===== config.mk =====
export PLATFORM = sky130hd
export DESIGN_NAME = scr_host_flat
export DESIGN_NICKNAME = d
export VERILOG_FILES = /design/src/scr_pkg.sv /design/src/scr_link_if.sv /design/src/scr_host.sv /design/src/flat_wrapper.sv
export SDC_FILE = /design/constraint.sdc
export NUM_CORES = 1
export LEC_CHECK = 0
export BUFFER_PORTS_ARGS = -buffer_cell sky130_fd_sc_hd__buf_4
export CAP_MARGIN = 20
export CORE_MARGIN = 4
export CORE_UTILIZATION = 23
export DETAILED_ROUTE_END_ITERATION = 16
export PLACE_DENSITY = 0.36
export SKIP_CTS_REPAIR_TIMING = 1
export SLEW_MARGIN = 40
export SYNTH_ARGS = -nofsm -noshare
export SYNTH_HDL_FRONTEND = slang
export SYNTH_SLANG_ARGS = --single-unit
export TNS_END_PERCENT = 1

===== constraint.sdc =====
create_clock -name clk_i -period 5.7 [get_ports clk_i]
set_input_delay 1.14 -clock clk_i [delete_from_list [all_inputs] [get_ports clk_i]]
set_output_delay 1.14 -clock clk_i [all_outputs]
set_load 0.01 [all_outputs]

===== src/scr_pkg.sv =====
`default_nettype none
package scr_pkg;
  // device register offsets
  localparam logic [14:0] ADDR_IFCFG = 15'h0000;
  localparam logic [14:0] ADDR_MODE = 15'h0002;
  localparam logic [14:0] ADDR_MAKER_LO = 15'h000C;
  localparam logic [14:0] ADDR_MAKER_HI = 15'h000D;
  localparam logic [14:0] ADDR_USER = 15'h0010;
  localparam logic [14:0] ADDR_ALIGN = 15'h0029;
  localparam logic [14:0] ADDR_POS0 = 15'h002C;
  localparam logic [14:0] ADDR_POS1 = 15'h002D;
  localparam logic [14:0] ADDR_POS2 = 15'h002E;
  // reset values
  localparam logic [7:0] IFCFG_RST = 8'h30;
  localparam logic [7:0] MODE_RST = 8'h00;
  localparam logic [7:0] USER_RST = 8'h00;
  localparam logic [7:0] ALIGN_RST = 8'h80;
  // reserved bits and their fixed values on write
  localparam logic [7:0] IFCFG_RSV_MASK = 8'h4F;
  localparam logic [7:0] MODE_RSV_MASK = 8'hFC;
  localparam logic [7:0] USER_RSV_MASK = 8'hFE;
  localparam logic [7:0] ALIGN_RSV_MASK = 8'h80;
  // field positions
  localparam int IFCFG_RESET_BIT = 7;
  localparam int IFCFG_ASCEND_BIT = 5;
  localparam int IFCFG_SEP_OUT_BIT = 4;
  localparam int USER_HOLD_BIT = 0;
  localparam int ALIGN_PROC_BIT = 6;
  localparam int ALIGN_RECV_BIT = 5;
  localparam int ALIGN_ZOOM_BIT = 4;
  localparam logic [1:0] MODE_NORMAL = 2'h0;
  localparam logic [1:0] MODE_POWER_DOWN = 2'h3;
  // arbitrary value, not a real maker code
  localparam logic [15:0] MAKER_CODE_DEF = 16'h5A3C;
  // framing: 1 direction bit, 15 address bits, then data bytes
  localparam logic [3:0] INSTR_LAST = 4'hF;
  localparam logic [3:0] BYTE_LAST = 4'h7;
  localparam logic [4:0] FRAME_LAST = 5'h17;
  // timing
  localparam int CLK_PERIOD_NS = 8;
  localparam int SCLK_HALF_NS = 80;
  localparam int RESET_WAIT_NS = 750;
  localparam logic [6:0] SCLK_HALF_CYC = 7'((SCLK_HALF_NS + CLK_PERIOD_NS - 1) / CLK_PERIOD_NS);
  localparam logic [6:0] RESET_WAIT_CYC = 7'((RESET_WAIT_NS + CLK_PERIOD_NS - 1) / CLK_PERIOD_NS);
  // host apb offsets and status bits
  localparam logic [7:0] HOST_ADDR_OFS = 8'h00;
  localparam logic [7:0] HOST_WDATA_OFS = 8'h04;
  localparam logic [7:0] HOST_CMD_OFS = 8'h08;
  localparam logic [7:0] HOST_STATUS_OFS = 8'h0C;
  localparam int STAT_BUSY_BIT = 0;
  localparam int STAT_REFUSED_BIT = 1;
  localparam int STAT_RDATA_LSB = 8;
endpackage : scr_pkg
`default_nettype wire


===== src/scr_link_if.sv =====
`default_nettype none
interface scr_link_if;
  logic sclk;
  logic cs_n;
  logic mosi;
  logic miso;
  modport dev (input sclk, input cs_n, input mosi, output miso);
  modport hst (output sclk, output cs_n, output mosi, input miso);
endinterface : scr_link_if
`default_nettype wire


===== src/scr_host.sv =====
// Local design decision: the APB interface to the registers.
`default_nettype none
module scr_host (
  input wire logic clk_i,
  input wire logic rst_i,
  input wire logic [7:0] paddr_i,
  input wire logic psel_i,
  input wire logic penable_i,
  input wire logic pwrite_i,
  input wire logic [31:0] pwdata_i,
  output logic [31:0] prdata_o,
  output logic pready_o,
  output logic pslverr_o,
  scr_link_if.hst link
);

  typedef enum logic [4:0] {
    HS_IDLE = 5'b00001,
    HS_LOW = 5'b00010,
    HS_HIGH = 5'b00100,
    HS_TAIL = 5'b01000,
    HS_GUARD = 5'b10000
  } scr_host_st_t;

  scr_host_st_t st_q;
  logic [15:0] cmd_q;
  logic [7:0] wdata_q;
  logic [7:0] rdata_q;
  logic refused_q;
  logic recv_seen_q;
  logic rst_req_q;
  logic [23:0] sh_q;
  logic [7:0] rx_q;
  logic [4:0] bitn_q;
  logic [6:0] wait_q;
  logic sclk_q, csn_q, mosi_q;
  logic miso_s1_q, miso_s2_q;
  logic setup;
  logic acc;
  logic start;
  logic legal;
  logic [7:0] fixed;
  logic [31:0] rd_mux;
  logic mapped;
  logic tick;

  assign setup = psel_i & penable_i & ~pready_o;
  assign acc = psel_i & penable_i & pready_o;
  assign start = acc & pwrite_i & (paddr_i == scr_pkg::HOST_CMD_OFS) & pwdata_i[0] & (st_q == HS_IDLE);
  assign tick = (wait_q == 7'h00);

  // force reserved bits to their reset values
  always_comb begin
    fixed = wdata_q;
    case (cmd_q[14:0])
      scr_pkg::ADDR_IFCFG: fixed = (wdata_q & ~scr_pkg::IFCFG_RSV_MASK) | (scr_pkg::IFCFG_RST & scr_pkg::IFCFG_RSV_MASK);
      scr_pkg::ADDR_MODE: fixed = (wdata_q & ~scr_pkg::MODE_RSV_MASK) | (scr_pkg::MODE_RST & scr_pkg::MODE_RSV_MASK);
      scr_pkg::ADDR_USER: fixed = (wdata_q & ~scr_pkg::USER_RSV_MASK) | (scr_pkg::USER_RST & scr_pkg::USER_RSV_MASK);
      scr_pkg::ADDR_ALIGN: fixed = (wdata_q & ~scr_pkg::ALIGN_RSV_MASK) | (scr_pkg::ALIGN_RST & scr_pkg::ALIGN_RSV_MASK);
      default: fixed = wdata_q;
    endcase
  end

  // refuse reserved modes and processor enable ahead of receiver
  always_comb begin
    legal = 1'b1;
    if (!cmd_q[15] && cmd_q[14:0] == scr_pkg::ADDR_MODE && (wdata_q[1:0] == 2'h1 || wdata_q[1:0] == 2'h2)) begin
      legal = 1'b0;
    end
    if (!cmd_q[15] && cmd_q[14:0] == scr_pkg::ADDR_ALIGN && wdata_q[scr_pkg::ALIGN_PROC_BIT]
        && !wdata_q[scr_pkg::ALIGN_RECV_BIT] && !recv_seen_q) begin
      legal = 1'b0;
    end
  end

  always_comb begin
    mapped = 1'b1;
    rd_mux = 32'h0000_0000;
    case (paddr_i)
      scr_pkg::HOST_ADDR_OFS: rd_mux = {16'h0000, cmd_q};
      scr_pkg::HOST_WDATA_OFS: rd_mux = {24'h000000, wdata_q};
      scr_pkg::HOST_CMD_OFS: rd_mux = 32'h0000_0000;
      scr_pkg::HOST_STATUS_OFS: rd_mux = {16'h0000, rdata_q, 6'h00, refused_q, st_q != HS_IDLE};
      default: mapped = 1'b0;
    endcase
  end

  // apb slave: one wait cycle, then ready with registered data
  always_ff @(posedge clk_i) begin
    if (rst_i) begin
      pready_o <= 1'b0;
      prdata_o <= 32'h0000_0000;
      pslverr_o <= 1'b0;
    end else begin
      pready_o <= setup;
      pslverr_o <= setup & ~mapped;
      if (setup) begin
        prdata_o <= pwrite_i ? 32'h0000_0000 : rd_mux;
      end
    end
  end

  always_ff @(posedge clk_i) begin
    if (rst_i) begin
      cmd_q <= 16'h0000;
      wdata_q <= 8'h00;
    end else if (acc && pwrite_i && st_q == HS_IDLE) begin
      if (paddr_i == scr_pkg::HOST_ADDR_OFS) begin
        cmd_q <= pwdata_i[15:0];
      end
      if (paddr_i == scr_pkg::HOST_WDATA_OFS) begin
        wdata_q <= pwdata_i[7:0];
      end
    end
  end

  always_ff @(posedge clk_i) begin
    if (rst_i) begin
      refused_q <= 1'b0;
      recv_seen_q <= 1'b0;
      rst_req_q <= 1'b0;
    end else if (start) begin
      refused_q <= ~legal;
      if (legal) begin
        rst_req_q <= ~cmd_q[15] & (cmd_q[14:0] == scr_pkg::ADDR_IFCFG) & wdata_q[scr_pkg::IFCFG_RESET_BIT];
        if (!cmd_q[15] && cmd_q[14:0] == scr_pkg::ADDR_ALIGN) begin
          recv_seen_q <= wdata_q[scr_pkg::ALIGN_RECV_BIT];
        end else if (!cmd_q[15] && cmd_q[14:0] == scr_pkg::ADDR_IFCFG && wdata_q[scr_pkg::IFCFG_RESET_BIT]) begin
          recv_seen_q <= 1'b0;
        end
      end
    end
  end

  always_ff @(posedge clk_i) begin
    if (rst_i) begin
      miso_s1_q <= 1'b0;
      miso_s2_q <= 1'b0;
    end else begin
      miso_s1_q <= link.miso;
      miso_s2_q <= miso_s1_q;
    end
  end

  // link engine: clock low half, high half, 24 bits per frame
  always_ff @(posedge clk_i) begin
    if (rst_i) begin
      st_q <= HS_IDLE;
      sclk_q <= 1'b0;
      csn_q <= 1'b1;
      mosi_q <= 1'b0;
      sh_q <= 24'h000000;
      rx_q <= 8'h00;
      rdata_q <= 8'h00;
      bitn_q <= 5'h00;
      wait_q <= 7'h00;
    end else begin
      if (!tick) begin
        wait_q <= wait_q - 7'h01;
      end
      unique case (st_q)
        HS_IDLE: begin
          if (start && legal) begin
            sh_q <= {cmd_q, fixed};
            mosi_q <= cmd_q[15];
            csn_q <= 1'b0;
            bitn_q <= 5'h00;
            wait_q <= scr_pkg::SCLK_HALF_CYC - 7'h01;
            st_q <= HS_LOW;
          end
        end
        HS_LOW: begin
          if (tick) begin
            sclk_q <= 1'b1;
            rx_q <= {rx_q[6:0], miso_s2_q};
            wait_q <= scr_pkg::SCLK_HALF_CYC - 7'h01;
            st_q <= HS_HIGH;
          end
        end
        HS_HIGH: begin
          if (tick) begin
            sclk_q <= 1'b0;
            wait_q <= scr_pkg::SCLK_HALF_CYC - 7'h01;
            if (bitn_q == scr_pkg::FRAME_LAST) begin
              rdata_q <= rx_q;
              st_q <= HS_TAIL;
            end else begin
              sh_q <= {sh_q[22:0], 1'b0};
              mosi_q <= sh_q[22];
              bitn_q <= bitn_q + 5'h01;
              st_q <= HS_LOW;
            end
          end
        end
        HS_TAIL: begin
          if (tick) begin
            csn_q <= 1'b1;
            mosi_q <= 1'b0;
            wait_q <= rst_req_q ? scr_pkg::RESET_WAIT_CYC - 7'h01 : scr_pkg::SCLK_HALF_CYC - 7'h01;
            st_q <= HS_GUARD;
          end
        end
        HS_GUARD: begin
          if (tick) begin
            st_q <= HS_IDLE;
          end
        end
      endcase
    end
  end

  assign link.sclk = sclk_q;
  assign link.cs_n = csn_q;
  assign link.mosi = mosi_q;

endmodule : scr_host
`default_nettype wire


===== src/flat_wrapper.sv =====
// flat-port wrapper written by rule: the top's interface ports become plain ports
module scr_host_flat 
  (clk_i, rst_i, paddr_i, psel_i, penable_i, pwrite_i, pwdata_i, prdata_o, pready_o, pslverr_o, link_sclk, link_cs_n, link_mosi, link_miso);
  scr_link_if link_i ();
  input wire logic clk_i;
  input wire logic rst_i;
  input wire logic [7:0] paddr_i;
  input wire logic psel_i;
  input wire logic penable_i;
  input wire logic pwrite_i;
  input wire logic [31:0] pwdata_i;
  output logic [31:0] prdata_o;
  output logic pready_o;
  output logic pslverr_o;
  output wire logic [$bits(link_i.sclk)-1:0] link_sclk;
  output wire logic [$bits(link_i.cs_n)-1:0] link_cs_n;
  output wire logic [$bits(link_i.mosi)-1:0] link_mosi;
  input wire logic [$bits(link_i.miso)-1:0] link_miso;
  assign link_sclk = link_i.sclk;
  assign link_cs_n = link_i.cs_n;
  assign link_mosi = link_i.mosi;
  assign link_i.miso = link_miso;
  scr_host u_core (.clk_i(clk_i), .rst_i(rst_i), .paddr_i(paddr_i), .psel_i(psel_i), .penable_i(penable_i), .pwrite_i(pwrite_i), .pwdata_i(pwdata_i), .prdata_o(prdata_o), .pready_o(pready_o), .pslverr_o(pslverr_o), .link(link_i));
endmodule

==> metrics.txt, run 1 <==
DR WL/cell 16.9 um; Multi-input gate area 2850 sq um; std cell rows between 50 and 60; Setup TNS 0 ns; HP Class register to register; outcome finished clean; syn_area_per_cell a little over 9 sq um; final worst-path cycle share 52.5%; Residual DRC 0; delay-heaviest family, CP compound AO/OA/AOI/OAI gates; global-route wire length before repair ~24,000 um; Worst-Skew Late Latency around 0.36 ns; H-tree depth 3; number of max-cap violations 0; Ant. Diodes 0; critical setup path kind register to register; final setup fails 0; static leakage between 0.002 and 0.0025 uW; RSZ-0062 raised after global routing no; FFs w/ async S/R, synth 0%; CP peak stage delay just under 0.7 ns; vias in the first global route ~4,300; Die X around 160 um; Max Slew Vio Count 0; VDD IR max around 0.14 mV; Clk pin slew, worst setup/hold paths roughly 0.08 ns; most common cell after layout, fill and taps aside dfxtp_1; total die area ~25,000 sq um; Setup crit end kind register; Yosys warnings 0; via count between 4,000 and 5,000; GP Congestion about 0.77; Post-Layout Cell Count around 890; Least-Margin Pin Slew between 0.7 and 0.8 ns; total CTS buffers 9; FILL cells 2,348; Reg area ~2100 sq um; Post-synth EDFFs 0; Setup Slack @ Placement 2.41 ns; most frequent cells in the layout 106 x dfxtp_1, 72 x nor2_1, 66 x mux2i_1; synthesized area between 5000 and 6000 sq um; pin count of the biggest net entering global routing 80; Main synth FF type dfxtp_1; clk root buf clkbuf_16; Worst Skew between 0.007 and 0.008 ns; crit path DAT ~3.2 ns; IO Port Bufs 50; layout overhead on the synthesized area 17.1%; Slew headroom between 40 and 50%; critical path data required time between 5 and 6 ns; CP Launch Type register; Hold Violations, Final 0; crit path time final roughly 3.0 ns; Core Area approximately 22,000 sq um; Total GRT Usage 11.8%; total chip power ~1900 uW; Sink Count about 110; # IOs just over 80; Setup WS post-layout roughly 2.7 ns; register area share after synthesis between 40% and 50%; Critical-path top delay cell a22o_2; initial antenna violation count 0; Bufs and invs on worst path 0; Antenna Nets Post-Route 0; Final nets 650; worst-path fanout max 21; DRT Pass-1 Iters 4; Routed WL about 15,000 um; fmax approximately 330 MHz; pwr dens approximately 320 nW/um^2; grt total ovfl 0; Cells after Synth ~570; CTS tree yes; Seq cells post-synth between 100 and 150; Via-to-Cell Ratio 4.74; clock buffer depth 2; layout cells sized above 1 between 15 and 20%; drt initial violations between 150 and 200; Yosys cell types 66; placed cells around 870; die height approximately 160 um; Detailed Place HPWL between 10,000 and 15,000 um; Initial Util a little under a quarter; crit path cell chain nor3_1, nand4_1, o21ai_0, a22o_2, mux2_2
-- through the flow --
stage,cell area (sq um),hold WS (ns),utilization (%)
3_5_place_dp,5790,0.426,26.2
2_1_floorplan,5300,0.414,-
6_report,6130,0.439,27.8
5_1_grt,6130,0.462,27.8
4_1_cts,6100,0.445,27.6
3_3_place_gp,5760,0.427,26.1
-- synth_stat cells, drive strengths merged, types with 3 or more instances --
cell type | count | area share (%)
and3 | 7 | 0.84
nand4 | 4 | 0.48
a22oi | 19 | 2.7
o21ai | 17 | 1.7
a22o | 11 | 1.9
a211oi | 11 | 1.6
nor2b | 5 | 0.60
xor2 | 6 | 1.0
dfxtp | 106 | 41
mux2i | 66 | 13
nor2 | 73 | 5.2
a2111oi | 4 | 0.81
and2 | 5 | 0.60
o211ai | 10 | 1.4
clkbuf | 19 | 1.4
nand3 | 10 | 1.1
a311o | 4 | 0.76
buf | 35 | 4.3
a21oi | 13 | 1.2
nor4 | 9 | 1.8
ha | 3 | 0.72
inv | 15 | 1.1
nor3 | 8 | 1.3
mux2 | 24 | 5.2
nand2 | 56 | 4.0
-- state kept, by name (all words and copies together), names as in the netlist, 5 cells and up --
signal,count
u_core.sh_q,23
u_core.cmd_q,16
u_core.prdata_o,16
u_core.rdata_q,8
u_core.rx_q,8
u_core.wdata_q,8
u_core.wait_q,7
u_core.bitn_q,5
u_core.st_q,5
-- layer usage --
metal  GRT usage, %  part of all wire, %  vias up
met1           15.4                   47     2024
met5              0                    0        -
li1               -                    -     2078
met3           2.15                  3.2       20
met4           3.83                  1.6        0
met2           19.7                   48       76
-- where the power goes --
group / switching [uW] / total (uW) / internal [uW]
clock network: 311 / 674 / 363
logic: 278 / 455 / 177
registers: 44.3 / 819 / 775
total: 633 / 1950 / 1320
-- layout make-up --
type                       count  area share (%)
tap                          280            5.71
sequential                   106            34.6
multi-input combinational    412            46.5
clock buffer                  10            3.90
clock inverter                 6            1.24
inverter                      15           0.959
timing repair buffer          57            7.10
-- path summary, 6_finish.rpt --
path                    startpoint          endpoint  slack, ns  depth (start not counted)
hold reg to reg   u_core.miso_s1_q  u_core.miso_s2_q       0.44                          1
setup reg to reg   u_core.cmd_q[8]    u_core.sh_q[1]       2.71                          5
setup / recovery   u_core.cmd_q[8]    u_core.sh_q[1]       2.71                          5
hold / removal    u_core.miso_s1_q  u_core.miso_s2_q       0.44                          1
-- worst reg2reg max path, cell delays in order (launching register included) --
cell and delay (ns):
dfxtp_1 0.38, nor3_1 0.64, nand4_1 0.39, o21ai_0 0.38, a22o_2 0.69, mux2_2 0.41
-- cells by family (layout without fill, tap and decap cells) --
group,Yosys count,count (layout),share of synthesized area (%)
adder cells (fa/ha/maj),3,3,0.717
multiplexers,90,90,17.8
buffers and inverters,69,88,6.76
AO/OA/AOI/OAI,105,105,14.8
XOR/XNOR,7,7,1.17
other,1,16,0.0716
AND/OR/NAND/NOR,191,191,18.2
flip-flops,106,106,40.5
Note: power is estimated with default switching activity, not from simulation.
==> run 2, diff against run 1 <==
--- a/config.mk
+++ b/config.mk
@@ -10,7 +10,7 @@
 export CORE_MARGIN = 4
 export CORE_UTILIZATION = 23
 export DETAILED_ROUTE_END_ITERATION = 16
-export PLACE_DENSITY = 0.36
+export PLACE_DENSITY = 0.38
 export SKIP_CTS_REPAIR_TIMING = 1
 export SLEW_MARGIN = 40
 export SYNTH_ARGS = -nofsm -noshare
==> constraint.sdc (replaced) <==
create_clock -name clk_i -period 2.75 [get_ports clk_i]
set_input_delay 0.55 -clock clk_i [delete_from_list [all_inputs] [get_ports clk_i]]
set_output_delay 0.55 -clock clk_i [all_outputs]
set_load 0.01 [all_outputs]
==> run 2 against run 1 <==
  * Sequential share of layout area is 0.31 points lower
  * Total power is 100% higher
  * Die area stayed put
==> metrics.txt, run 2 (synthesized netlist as in run 1, its figures left out) <==
Final Cell Area 6190 sq um (+0.90%); Via-to-Cell Ratio 4.73 (-0.10%); Residual DRC 0 (unchanged); pin count of the biggest net entering global routing 81 (+1.3%); clk root buf clkbuf_16; Antenna Nets Post-Route 0 (unchanged); placed cell areas 5910 sq um (+2.1%); total die area 25,300 sq um (unchanged); Hold Violations, Final 0 (unchanged); initial antenna violation count 0 (unchanged); global-route wire length before repair 23,700 um (-0.78%); Routed WL 14,900 um (-0.44%); IO Port Bufs 50 (unchanged); number of max-cap violations 0 (unchanged); Clk pin slew, worst setup/hold paths 0.07 ns (about the same); P_int 2630 uW (+100%); clock buffer depth 2 (unchanged); drt initial violations 212 (+20%); pwr dens 631 nW/um^2 (+99%); via count 4,260 (+1.5%); Critical-path top delay cell nor4_1; NetSw 1280 uW (+100%); delay-heaviest family, CP simple AND/OR/NAND/NOR gates; Setup TNS 0 ns (unchanged); critical setup path kind register to register; CP Launch Type register; register name with the most flops u_core.sh_q; Ant. Diodes 0 (unchanged); Reg power frac 43.5% (+1.4 points); total chip power 3910 uW (+100%); die height 159 um (unchanged); # IOs 83 (unchanged); crit path time final 2.50 ns (-0.493 ns); crit path cell chain nor4_1, nand3_1, o21ai_0, a22o_2, buf_4, mux2i_1; DRT Pass-1 Iters 4 (unchanged); Final nets 665 (+2.3%); grt total ovfl 0 (unchanged); Clk network pwr share 31.9% (-2.7 points); FILL cells 2,366 (+0.77%); outcome finished clean; combinational share of power 24.6% (+1.3 points); most common cell after layout, fill and taps aside dfxtp_1; Hold WS 0.403 ns (-0.0356 ns); crit path DAT 2.79 ns (-0.45 ns); final worst-path cycle share 90.9% (+38 points); Core Area 22,100 sq um (unchanged); Worst Skew 0.00930 ns (+0.00223 ns); Bufs and invs on worst path 1 (+1); Worst-Skew Late Latency 0.36 ns (about the same); Total GRT Usage 11.6% (-0.14 points); switching share of power 32.7% (+0.16 points); Max Slew Vio Count 0 (unchanged); std cell rows 54 (unchanged); CTS tree yes; CP peak stage delay 0.63 ns (-0.06 ns); Sink Count 106 (unchanged); HP Class primary input to register; layout cells sized above 1 20.5% (+1.2 points); max reg flops 23 (unchanged); GP Congestion 0.761 (-0.82%); total CTS buffers 9 (unchanged); RSZ-0062 raised after global routing no; DR WL/cell 16.5 um (-2.0%); vias in the first global route 4,219 (-0.92%); H-tree depth 3 (unchanged); Initial Util 23.7% (unchanged); critical path data required time 3.04 ns (-2.91 ns); Die X 159 um (unchanged); Least-Margin Pin Slew 0.684 ns (-0.0677 ns); Detailed Place HPWL 10,700 um (+0.92%); most frequent cells in the layout 106 x dfxtp_1, 73 x nor2_1, 70 x buf_4; static leakage 0.00234 uW (+2.4%); fmax 400 MHz (+20%); Top Registers u_core.sh_q: 23 flops, u_core.cmd_q: 16 flops, u_core.prdata_o: 16 flops; Slew headroom 54.0% (+4.1 points); final setup fails 0 (unchanged); worst-path fanout max 17 (-19%); Setup crit end kind register; VDD IR max 0.268 mV (+85%); layout overhead on the synthesized area 18.1%
==> run 2: cell types whose count changed in the layout (fill, tap and decap cells not counted), sizes merged <==
cell,change
inv,-3
buf,+15
clkinvlp,+1
bufinv,-1
clkinv,+2
==> run 2: final timing paths <==
kind              cells past startpoint              from  slack [ns]               end
setup / recovery                      6   u_core.cmd_q[0]        0.25   u_core.sh_q[17]
hold / removal                        2         link_miso        0.40  u_core.miso_s1_q
setup reg to reg                      6   u_core.cmd_q[0]        0.25   u_core.sh_q[17]
hold reg to reg                       1  u_core.miso_s1_q        0.44  u_core.miso_s2_q
==> run 2: power groups by stage <==
| stage | registers [uW] | logic [uW] | clock network, uW |
|---|---|---|---|
| final | 1700 | 962 | 1250 |
| after floorplan | 1700 | 755 | 0 |
| after CTS | 1700 | 968 | 1310 |
| after global placement | 1730 | 951 | 0 |
| after global routing | 1710 | 1060 | 1370 |
| after detailed placement | 1730 | 964 | 0 |
==> run 2: layout make-up <==
type	instances	area [sq um]	area share, %
clock buffer	10	239	3.86
inverter	15	56.3	0.910
timing repair buffer	72	557	9.00
clock inverter	5	38.8	0.627
multi-input combinational	412	2830	45.7
sequential	106	2120	34.3
tap	280	350	5.66
==> run 2: per-layer routing <==
metal | routed length [um] | share of wire, % | global-route usage, % | vias up
met5 | 0 | 0 | 0 | -
met4 | 165 | 1.1 | 2.49 | 0
met3 | 603 | 4.1 | 3.19 | 14
met2 | 7150 | 48 | 19.5 | 78
met1 | 6960 | 47 | 15.0 | 2051
li1 | - | - | - | 2117
==> run 2: stage by stage <==
stage | setup slack (ns) | instances | util (%)
2_1_floorplan | 0.578 | 587 | -
3_3_place_gp | 0.267 | 885 | 26.7
3_5_place_dp | 0.247 | 885 | 26.8
4_1_cts | 0.271 | 900 | 28.0
5_1_grt | 0.0690 | 900 | 28.0
6_report | 0.249 | 900 | 28.0
